[config.mk]
export PLATFORM = sky130hd
export DESIGN_NAME = link_status_word_encoder
export DESIGN_NICKNAME = d
export VERILOG_FILES = /design/src/hdl/lsw_pkg.sv /design/src/hdl/link_status_word_encoder.sv
export VERILOG_INCLUDE_DIRS = /design/src /design/src/hdl
export SDC_FILE = /design/constraint.sdc
export NUM_CORES = 1
export LEC_CHECK = 0
export BUFFER_PORTS_ARGS = -buffer_cell sky130_fd_sc_hd__buf_2
export CAP_MARGIN = 30
export CORE_ASPECT_RATIO = 0.8
export CORE_MARGIN = 5
export CORE_UTILIZATION = 48
export DETAILED_ROUTE_END_ITERATION = 7
export HOLD_SLACK_MARGIN = 0.03
export PLACE_DENSITY = 0.88
export SYNTH_ARGS = -nofsm -noshare
export SYNTH_HDL_FRONTEND = slang
export SYNTH_SLANG_ARGS = --single-unit
[constraint.sdc]
create_clock -name CLOCK -period 2.8 [get_ports CLOCK]
set_input_delay 0.42 -clock CLOCK [delete_from_list [all_inputs] [get_ports CLOCK]]
set_output_delay 0.42 -clock CLOCK [all_outputs]
set_load 0.01 [all_outputs]
[src/hdl/lsw_params.svh]
// Constants for the link status word encoder: bit positions, codes, offsets, resets.
// Assumes inclusion by bare name from the package and the encoder module.
`ifndef LSW_PARAMS_SVH
`define LSW_PARAMS_SVH

// Field positions inside the link status word.
`define LSW_WORD_W 14
`define LSW_LINK_BIT 0
`define LSW_SPEED_LO 1
`define LSW_SPEED_HI 4
`define LSW_AN_EN_BIT 5
`define LSW_AN_DONE_BIT 6
`define LSW_PDET_BIT 7
`define LSW_RSVD_BIT 8
`define LSW_GIG_FULL_BIT 9
`define LSW_GIG_HALF_BIT 10
`define LSW_FAST_T4_BIT 11
`define LSW_FAST_FULL_BIT 12
`define LSW_FAST_HALF_BIT 13

// Speed and duplex codes.
`define LSW_SPD_NONE 4'h0
`define LSW_SPD_10H 4'h1
`define LSW_SPD_10F 4'h2
`define LSW_SPD_100H 4'h3
`define LSW_SPD_100F 4'h5
`define LSW_SPD_1000H 4'h6
`define LSW_SPD_1000F 4'h7
`define LSW_SPD_10G 4'h8
`define LSW_SPD_20G 4'h9
`define LSW_SPD_25G 4'hA
`define LSW_SPD_40G 4'hB
`define LSW_SPD_50G 4'hC
`define LSW_SPD_100G 4'hD
`define LSW_SPD_2G5 4'hE
`define LSW_SPD_EXT 4'hF

// Register offsets (byte addresses) and control field positions.
`define LSW_ADDR_W 8
`define LSW_OFF_CTRL 8'h00
`define LSW_OFF_LIVE 8'h04
`define LSW_OFF_LAST 8'h08
`define LSW_OFF_DROP 8'h0C
`define LSW_CTRL_AN_SUP 0
`define LSW_CTRL_AN_EN 1
`define LSW_CTRL_EXT_OK 2
`define LSW_CTRL_LEGACY 3
`define LSW_CTRL_RESET 4'h3

`endif

[src/hdl/lsw_pkg.sv]
// Types shared by the link status word encoder and its bench.
// Assumes lsw_params.svh is on the include path.
`include "lsw_params.svh"

package lsw_pkg;

   // Resolved medium and speed as seen by the PHY management logic.
   typedef enum logic [3:0] {
      MEDIA_NONE = 4'h0,
      MEDIA_10H = 4'h1,
      MEDIA_10F = 4'h2,
      MEDIA_100H = 4'h3,
      MEDIA_100F = 4'h4,
      MEDIA_1000H = 4'h5,
      MEDIA_1000F = 4'h6,
      MEDIA_10G = 4'h7,
      MEDIA_20G = 4'h8,
      MEDIA_25G = 4'h9,
      MEDIA_40G = 4'hA,
      MEDIA_50G = 4'hB,
      MEDIA_100G = 4'hC,
      MEDIA_2G5 = 4'hD,
      MEDIA_EXT = 4'hE
   } media_type;

   // Live status gathered from the PHY.
   typedef struct packed {
      logic link_up;
      logic low_power_idle;
      logic an_done;
      logic parallel_det;
      logic serdes;
      logic highest_common_ability;
      media_type media;
      logic partner_gig_copper_full;
      logic partner_gig_copper_half;
      logic partner_fast_four_pair;
      logic partner_fast_tx_full;
      logic partner_fast_tx_half;
   } phy_status_type;

   // Control bits written by software.
   typedef struct packed {
      logic legacy;
      logic ext_ok;
      logic an_enable;
      logic an_supported;
   } ctrl_type;

   // All state of the encoder.
   typedef struct packed {
      ctrl_type ctrl;
      logic resp_valid;
      logic [`LSW_WORD_W-1:0] resp_word;
      logic [`LSW_WORD_W-1:0] last_word;
      logic [15:0] drop_cnt;
      logic [31:0] rdata;
   } state_type;

endpackage

[src/hdl/link_status_word_encoder.sv]
// Link status word encoder: builds bits 0 to 13 of the link status word and
// answers get-link-status requests with it; small register port for control.
// Assumes PHY status and request inputs are synchronous to CLOCK.
//
// Summary of operation
// - Bit 0 shows link up, idle counts up.
// - Answer every request without checksum or identifier error.
// - Speed zero: negotiation incomplete, SerDes, no common.
// - Codes 0x1 to 0x3 and 0x5 to 0x7 for slow copper.
// - Ten gigabit reports code 0x8.
// - Optional codes 0x9 to 0xE, reserved legacy.
// - Code 0xF defers to extended speed field.
// - Forced setting reported when SerDes clear and link up.
// - Unlisted speed reports nearest code.
// - Bit 5 shows negotiation enabled and supported.
// - Bit 6 shows negotiation completed.
// - Complete flag implemented with enabled flag.
// - Bit 7 only for parallel detection link.
// - Bits 9, 10 gigabit partner abilities, gated.
// - Bit 11 four pair partner ability, gated.
// - Bits 12, 13 fast partner abilities, gated.
//
// Chosen here: the register addresses and the plain strobed port.
`timescale 1ns/1ns
`include "lsw_params.svh"

module link_status_word_encoder (
   input wire logic CLOCK,
   input wire logic RESETN,
   input wire lsw_pkg::phy_status_type PHY_STATUS,
   input wire logic REQ,
   input wire logic REQ_CHECKSUM_BAD,
   input wire logic REQ_ID_BAD,
   input wire logic [`LSW_ADDR_W-1:0] ADDR,
   input wire logic [31:0] WDATA,
   input wire logic WR,
   input wire logic RD,
   output logic RESP_VALID,
   output logic [`LSW_WORD_W-1:0] RESP_WORD,
   output logic [31:0] RDATA
);

   lsw_pkg::state_type state_reg;
   lsw_pkg::state_type state_next;
   logic an_flag;
   logic an_complete;
   logic abil_valid;
   logic req_ok;
   logic [3:0] speed_code;
   logic [`LSW_WORD_W-1:0] live_word;

   // Maps the resolved medium to a speed code. Legacy readers treat 0x9 to 0xF
   // as reserved, so those media fall back to the nearest listed code, or to zero for 0xF.
   function automatic logic [3:0] media_code(input lsw_pkg::media_type m,
                                             input logic legacy,
                                             input logic ext_ok);
      logic [3:0] c;
      c = `LSW_SPD_NONE;
      unique case (m)
         lsw_pkg::MEDIA_NONE: c = `LSW_SPD_NONE;
         lsw_pkg::MEDIA_10H: c = `LSW_SPD_10H;
         lsw_pkg::MEDIA_10F: c = `LSW_SPD_10F;
         lsw_pkg::MEDIA_100H: c = `LSW_SPD_100H;
         lsw_pkg::MEDIA_100F: c = `LSW_SPD_100F;
         lsw_pkg::MEDIA_1000H: c = `LSW_SPD_1000H;
         lsw_pkg::MEDIA_1000F: c = `LSW_SPD_1000F;
         lsw_pkg::MEDIA_10G: c = `LSW_SPD_10G;
         lsw_pkg::MEDIA_20G: c = legacy ? `LSW_SPD_10G : `LSW_SPD_20G;
         lsw_pkg::MEDIA_25G: c = legacy ? `LSW_SPD_10G : `LSW_SPD_25G;
         lsw_pkg::MEDIA_40G: c = legacy ? `LSW_SPD_10G : `LSW_SPD_40G;
         lsw_pkg::MEDIA_50G: c = legacy ? `LSW_SPD_10G : `LSW_SPD_50G;
         lsw_pkg::MEDIA_100G: c = legacy ? `LSW_SPD_10G : `LSW_SPD_100G;
         lsw_pkg::MEDIA_2G5: c = legacy ? `LSW_SPD_1000F : `LSW_SPD_2G5;
         // Extended field only when allowed and the reader is not legacy.
         lsw_pkg::MEDIA_EXT: c = (ext_ok && !legacy) ? `LSW_SPD_EXT : `LSW_SPD_NONE;
         default: c = `LSW_SPD_NONE;
      endcase
      return c;
   endfunction

   // Negotiation flags; completion is only reported while negotiation is on.
   assign an_flag = state_reg.ctrl.an_supported & state_reg.ctrl.an_enable;
   assign an_complete = an_flag & PHY_STATUS.an_done;
   assign abil_valid = ~PHY_STATUS.serdes & an_flag & an_complete;
   assign req_ok = REQ & ~REQ_CHECKSUM_BAD & ~REQ_ID_BAD;

   // Speed field: zero on SerDes, pending negotiation or no common ability.
   // With negotiation off the forced setting is reported while the link is up, zero while it is down.
   always_comb begin
      if (PHY_STATUS.serdes || (an_flag && !an_complete)) begin
         speed_code = `LSW_SPD_NONE;
      end else if (an_flag && !PHY_STATUS.highest_common_ability) begin
         speed_code = `LSW_SPD_NONE;
      end else if (!an_flag && !PHY_STATUS.link_up) begin
         speed_code = `LSW_SPD_NONE;
      end else begin
         speed_code = media_code(PHY_STATUS.media, state_reg.ctrl.legacy,
                                 state_reg.ctrl.ext_ok);
      end
   end

   // Assemble the word from the flags above.
   always_comb begin
      live_word = '0;
      live_word[`LSW_LINK_BIT] = PHY_STATUS.link_up | PHY_STATUS.low_power_idle;
      live_word[`LSW_SPEED_HI:`LSW_SPEED_LO] = speed_code;
      live_word[`LSW_AN_EN_BIT] = an_flag;
      live_word[`LSW_AN_DONE_BIT] = an_complete;
      live_word[`LSW_PDET_BIT] = an_complete & PHY_STATUS.parallel_det;
      live_word[`LSW_RSVD_BIT] = 1'b0;
      live_word[`LSW_GIG_FULL_BIT] = abil_valid & PHY_STATUS.partner_gig_copper_full;
      live_word[`LSW_GIG_HALF_BIT] = abil_valid & PHY_STATUS.partner_gig_copper_half;
      live_word[`LSW_FAST_T4_BIT] = abil_valid & PHY_STATUS.partner_fast_four_pair;
      live_word[`LSW_FAST_FULL_BIT] = abil_valid & PHY_STATUS.partner_fast_tx_full;
      live_word[`LSW_FAST_HALF_BIT] = abil_valid & PHY_STATUS.partner_fast_tx_half;
   end

   // Next state: request answer, drop counter and register port.
   // The word is sampled in the request cycle so the answer is one coherent snapshot.
   always_comb begin
      state_next = state_reg;
      state_next.resp_valid = req_ok;
      state_next.rdata = 32'h00000000;
      if (req_ok) begin
         state_next.resp_word = live_word;
         state_next.last_word = live_word;
      end
      // Saturating, so a storm of bad requests cannot wrap the count to zero.
      if (REQ && !req_ok && state_reg.drop_cnt != 16'hFFFF) begin
         state_next.drop_cnt = state_reg.drop_cnt + 16'h0001;
      end
      if (WR) begin
         unique case (ADDR)
            `LSW_OFF_CTRL: state_next.ctrl = WDATA[3:0];
            `LSW_OFF_DROP: state_next.drop_cnt = 16'h0000;
            default: state_next.ctrl = state_reg.ctrl;
         endcase
      end
      if (RD) begin
         unique case (ADDR)
            `LSW_OFF_CTRL: state_next.rdata = {28'h0000000, state_reg.ctrl};
            `LSW_OFF_LIVE: state_next.rdata = {18'h00000, live_word};
            `LSW_OFF_LAST: state_next.rdata = {18'h00000, state_reg.last_word};
            `LSW_OFF_DROP: state_next.rdata = {16'h0000, state_reg.drop_cnt};
            default: state_next.rdata = 32'h00000000;
         endcase
      end
   end

   // State register.
   always_ff @(posedge CLOCK or negedge RESETN) begin
      if (!RESETN) begin
         state_reg <= '0;
         state_reg.ctrl <= `LSW_CTRL_RESET;
      end else begin
         state_reg <= state_next;
      end
   end

   // Outputs straight from the state register.
   assign RESP_VALID = state_reg.resp_valid;
   assign RESP_WORD = state_reg.resp_word;
   assign RDATA = state_reg.rdata;

   // Forced-setting condition for the code checks below: no negotiation, no SerDes
   // and a live link, so the medium and the legacy and ext_ok control bits decide the speed field.
   logic forced_up;
   assign forced_up = !an_flag && !PHY_STATUS.serdes && PHY_STATUS.link_up;
endmodule

==> results of run 1 <==
report_power, final:
part | total [mW] | switching (mW) | internal (mW)
logic | 0.267 | 0.152 | 0.116
clock network | 0.427 | 0.246 | 0.181
registers | 0.869 | 0.0885 | 0.780
stage by stage:
step	hold slack, ns	setup slack (ns)
3_5_place_dp	0.317	0.442
3_3_place_gp	0.481	0.478
6_report	0.345	0.668
2_1_floorplan	0.124	0.769
4_1_cts	0.340	0.666
5_1_grt	0.331	0.514
area by class of cell:
cell class                      count  area share [%]
Clock buffer                        5            2.18
Sequential cell                    50            39.8
Clock inverter                      3           0.794
Tap cell                           81            3.21
Inverter                            3           0.357
Multi-Input combinational cell    220            42.7
Timing Repair Buffer               65            11.0
cell usage in the layout (no fill, tap or decap), types with 2 or more instances in the layout:
cell type,synthesis,layout
o21a_1,3,3
dfstp_2,2,2
inv_1,3,3
nor4_1,3,3
nand2b_1,2,2
and3_1,6,6
and4_1,3,3
nand4b_1,2,2
xor2_1,9,9
a2bb2oi_1,5,5
o21ai_0,12,12
a22oi_1,2,2
and2_2,2,2
or3_2,3,3
nand2_1,31,31
nor2b_1,5,5
o31ai_1,5,5
buf_2,3,63
nand4_1,8,8
xnor2_1,4,4
nand3_1,8,8
a211oi_1,3,3
nor3_1,4,4
o22ai_1,2,2
or4_1,4,4
clkbuf_8,0,5
conb_1,1,17
mux2i_1,5,5
mux2_2,10,10
nor2_1,32,32
dfrtp_1,48,48
a21oi_1,13,13
metal layers:
layer	GRT usage [%]	wire length (µm)	vias up
met1	22.3	2930	1112
li1	-	-	1105
met5	0	0	-
met2	26.6	2930	73
met4	2.90	25	0
met3	4.43	438	3
timing repair:
action	4_1_cts	5_1_grt
setup buffers	0	0
setup endpoints to repair	0	0
hold buffers	1	0
endpoints found under the hold margin	12	0
worst reg2reg max path, cell delays in order (launching register included):
cell      delay [ns]
dfstp_2         0.58
and4_1          0.18
a21oi_1         0.06
a2111o_1        0.51
or4_1           0.55
a21oi_1         0.16
how the worst max path moves through the flow:
stage             startpoint             to  slack (ns)  cells after the start
3_3_place_gp         ADDR[1]       RDATA[2]        0.48                      6
3_5_place_dp         ADDR[1]       RDATA[2]        0.44                      6
2_1_floorplan        ADDR[1]       RDATA[2]        0.77                      5
5_1_grt        state_reg[36]  state_reg[34]        0.51                      4
6_report       state_reg[78]       RDATA[2]        0.67                      5
4_1_cts        state_reg[78]       RDATA[2]        0.67                      5
kinds of logic after synthesis:
group / Yosys count
multiplexers: 15
adder cells (fa/ha/maj): 1
AND/OR/NAND/NOR: 122
AO/OA/AOI/OAI: 52
flip-flops: 50
buffers and inverters: 67
XOR/XNOR: 13
other: 1
==> flow_summary.ini, run 1 <==
[pwr]
totalPowerFinal_mw = 1.56
vdd_drop_max_mv = 0.229
p_per_area_nw_per_um2 = 496
power.static_leakage_nw = 1.51

[clock_tree]
clockBufferDepth = 2
clk_latency_ns = 0.30
cts_sinks = 50
cts_root_buf = clkbuf_8
numCtsBuffers = 5
htreeDepth = 2
cts_tree = done
cts-resized-gates = 0
clk_pin_slew_worst_paths_ns = 0.09

[place]
place_hpwl_mm = 4.81
gp_congestion = 0.868
place_area_um2 = 3050
io_buffers = 63
numPlacedInstances = 418

[synthesis]
synth_edf_count = 0
synth_cell_types = 51
synthFlopType = dfrtp_1
synth-seq-area-share_pct = 42.2
synth_top_area_share_pct = 40.4
synthArstFlopShare_pct = 100
post-synth-top-area-cell = dfrtp_1
synth_area_leaders = dfrtp_1 (40%), buf_4 (12%), nor2_1 (4.0%)
synth-seq-cells = 50
synthMuxAreaShare_pct = 5.48
syn_inst = 321
synth_compound_area_share_pct = 11.5
synth-simple-area-share_pct = 21.9
synthTopCellsByCount = dfrtp_1 (48), buf_4 (46), nor2_1 (32)
yosysMostFrequentCell = dfrtp_1
synthXorXnorAreaFrac_pct = 3.83
syn_area_per_cell_um2 = 9.25
synth_fa_ha_area_share_pct = 0.421
yosysWarnings = 0
synth.cell_area_um2 = 2970
synth_top_family_by_area = simple AND/OR/NAND/NOR gates

[setup_path]
rr_worst_depth = 5
r2r_slack_ns = 0.67
r2r-start = state_reg[78]
critical_path.max_stage_delay_ns = 0.58
cp_data_required_time_ns = 3.03
cp-end-kind = register
crit_arrival_ns = 2.36
crit_chain = and4_1 -> a21oi_1 -> a2111o_1 -> or4_1 -> a21oi_1
cpMostUsedCell = a21oi_1
crit_fanout = 8
worstSetupPathType = register to register
timing.critical_path.buf_inv = 0
critPathLaunchType = register
crit_family = compound AO/OA/AOI/OAI gates
r2r_end = RDATA[2]
crit_path_top_delay_cell = dfstp_2

[layout]
fillerInstances = 564
diodes = 0
drive_above_1_share_pct = 27.2
multi_input_area_um2 = 1350
syn2layout_area_growth_pct = 6.15
regArea_um2 = 1250
postLayoutCoreUtil_pct = 52.8
largest_reg_flops = 20
finalNonFillerCells = 427
finalNetCount = 408
stdcell_area_um2 = 3150

[global_route]
grt_pass1_vias = 2177
grt_max_degree = 39
track_usage_pct = 16.4
grt_pass1_wl_mm = 10.4
overflow = 0
antenna_found_initial = 0

[worst_hold_path]
hp-class = input port to register
worstHoldEndpoint = state_reg[78]
hold_depth = 2
min_from = WDATA[1]

[timing]
hold_viol = 0
slew_headroom_pct = 43.8
skew_ns = 0.00725
tightest_slew_ns = 0.841
drv_slew = 0
finalCritPeriodShare_pct = 76.1
tns_ns = 0
fmax_mhz = 469
setup_viol = 0
rsz0062_at_grt = false
finalCriticalPeriod_ns = 2.13

[die]
die_x_um = 98.0
die_h_um = 80.4
rows = 25
num_io_pins = 109
start_util_pct = 49.7
design.core.area_um2 = 5970
die_area_um2 = 7870

[route]
drt-initial-drc-count = 197
wl_per_cell_um = 14.8
routed_wl_mm = 6.33
first_pass_iters = 4
viasPerCell = 5.37
drc = 0
via_count = 2293
detail-route-antenna-nets = 0

[status]
outcome = complete, no violations

[run]
drv_cap = 0
No activity file was read; power rests on OpenSTA's default activity.
==> run 2, diff against run 1 <==
- CORE_UTILIZATION: 48 -> 45
- PLACE_DENSITY: 0.88 -> 0.87
- clock period: 2.8 -> 1.8 ns (I/O delays scaled with it)
==> run 2 against run 1 <==
Clock power grew 56%. Register-to-register slack got worse by 0.66 ns. Worst hold slack worse by 0.16 ns. Non-clock buffer count up 25. Flip-flop and latch count unchanged. Highest routed layer unchanged. Largest cell class unchanged. Via count up 8.9%.
==> flow_summary.ini, run 2 (same netlist as run 1, synthesis figures left out) <==
[route]
viasPerCell = 5.49
drc = 0
wl_per_cell_um = 15.7
routed_wl_mm = 7.16
first_pass_iters = 4
via_count = 2497
drt-initial-drc-count = 188
detail-route-antenna-nets = 0

[clock_tree]
clk_pin_slew_worst_paths_ns = 0.09
cts_root_buf = clkbuf_8
cts_sinks = 50
htreeDepth = 2
cts_setup_buffers = 0
numCtsBuffers = 5
clk_latency_ns = 0.31
clockBufferDepth = 2
cts_tree = done

[setup_path]
crit_family = simple AND/OR/NAND/NOR gates
crit_arrival_ns = 2.04
critical_path.max_stage_delay_ns = 0.54
crit_path_top_delay_cell = dfstp_2
r2r_slack_ns = 0.01
worstSetupPathType = register to register
critPathLaunchType = register
crit_fanout = 6
crit_chain = and4_1 -> a21oi_2 -> a2111o_1 -> or4_4 -> a21oi_2
r2r-start = state_reg[78]
timing.critical_path.buf_inv = 0
cp-end-kind = register
r2r_end = RDATA[2]
cpMostUsedCell = a21oi_2
rr_worst_depth = 5
cp_data_required_time_ns = 2.05

[global_route]
grt_max_degree = 32
grt_pass1_wl_mm = 11.5
track_usage_pct = 17.6
antenna_found_initial = 0
overflow = 0
grt_pass1_vias = 2407

[layout]
final_cell_mix = buf_2 (63), dfrtp_1 (48), nor2_1 (32)
postLayoutCoreUtil_pct = 53.3
syn2layout_area_growth_pct = 14.9
largest_reg_flops = 20
stdcell_area_um2 = 3410
regArea_um2 = 1250
diodes = 0
drive_above_1_share_pct = 34.5
final_common_cell = buf_2
fillerInstances = 602
multi_input_area_um2 = 1400
finalNetCount = 433

[pwr]
vdd_drop_max_mv = 0.538
p_per_area_nw_per_um2 = 737
power.static_leakage_nw = 1.65
totalPowerFinal_mw = 2.51

[worst_hold_path]
min_from = WDATA[3]
hp-class = input port to register
hold_depth = 2
worstHoldEndpoint = state_reg[80]

[timing]
fmax_mhz = 559
finalCriticalPeriod_ns = 1.79
drv_slew = 0
slew_headroom_pct = 66.4
finalCritPeriodShare_pct = 99.4
setup_viol = 0
hold_viol = 0
rsz0062_at_grt = true
skew_ns = 0.0102
tightest_slew_ns = 0.503
tns_ns = 0
setup_slack_ns = 0.0102

[die]
die_h_um = 82.7
design.core.area_um2 = 6410
rows = 26
num_io_pins = 109
die_x_um = 101
start_util_pct = 46.3
die_area_um2 = 8340

[place]
gp_congestion = 0.888
place_area_um2 = 3270
io_buffers = 63
place_ws_ns = -0.236
place_hpwl_mm = 5.49

[status]
outcome = complete, no violations

[run]
drv_cap = 0
run 2: area by class of cell:
class,instances,share of cell area (%)
multi-input cells,220,40.9
repair buffers,90,16.3
flip-flops and latches,50,36.7
well taps,84,3.08
clock inverters,3,0.623
inverters,3,0.330
clock buffers,5,2.02
run 2: stage by stage:
stage | std cells | hold WS, ns
6_report | 455 | 0.186
5_1_grt | 455 | 0.183
4_1_cts | 455 | 0.179
3_5_place_dp | 446 | 0.261
3_3_place_gp | 446 | 0.256
2_1_floorplan | 337 | -0.0256
run 2: timing repair:
item | in CTS | in global routing
endpoints found under the setup margin | 3 | 12
resized for setup | 9 | 3
pin swaps | 8 | 3
hold endpoints to repair | 17 | 0
hold buffers | 1 | 0
run 2: layer usage:
metal,share of wire (%),up-vias,track usage (%),routed length (µm)
met5,0,-,0,0
met4,0.38,0,3.36,27
met3,9.8,4,5.21,703
met2,48,103,29.2,3440
met1,42,1234,23.1,2990
li1,-,1156,-,-
run 2: worst max path at each step:
stage	slack, ns	start	cells past startpoint	end
after global routing	-0.04	state_reg[78]	5	RDATA[2]
after detailed placement	-0.24	ADDR[1]	6	RDATA[2]
after floorplan	-0.08	ADDR[1]	5	RDATA[2]
after CTS	-0.08	state_reg[78]	5	RDATA[4]
after global placement	-0.18	ADDR[1]	6	RDATA[2]
final	0.01	state_reg[78]	5	RDATA[2]
run 2: power breakdown:
group / total (mW) / internal, mW / switching [mW]
Combinational: 0.525 / 0.233 / 0.292
Sequential: 1.32 / 1.21 / 0.110
Clock: 0.667 / 0.274 / 0.393
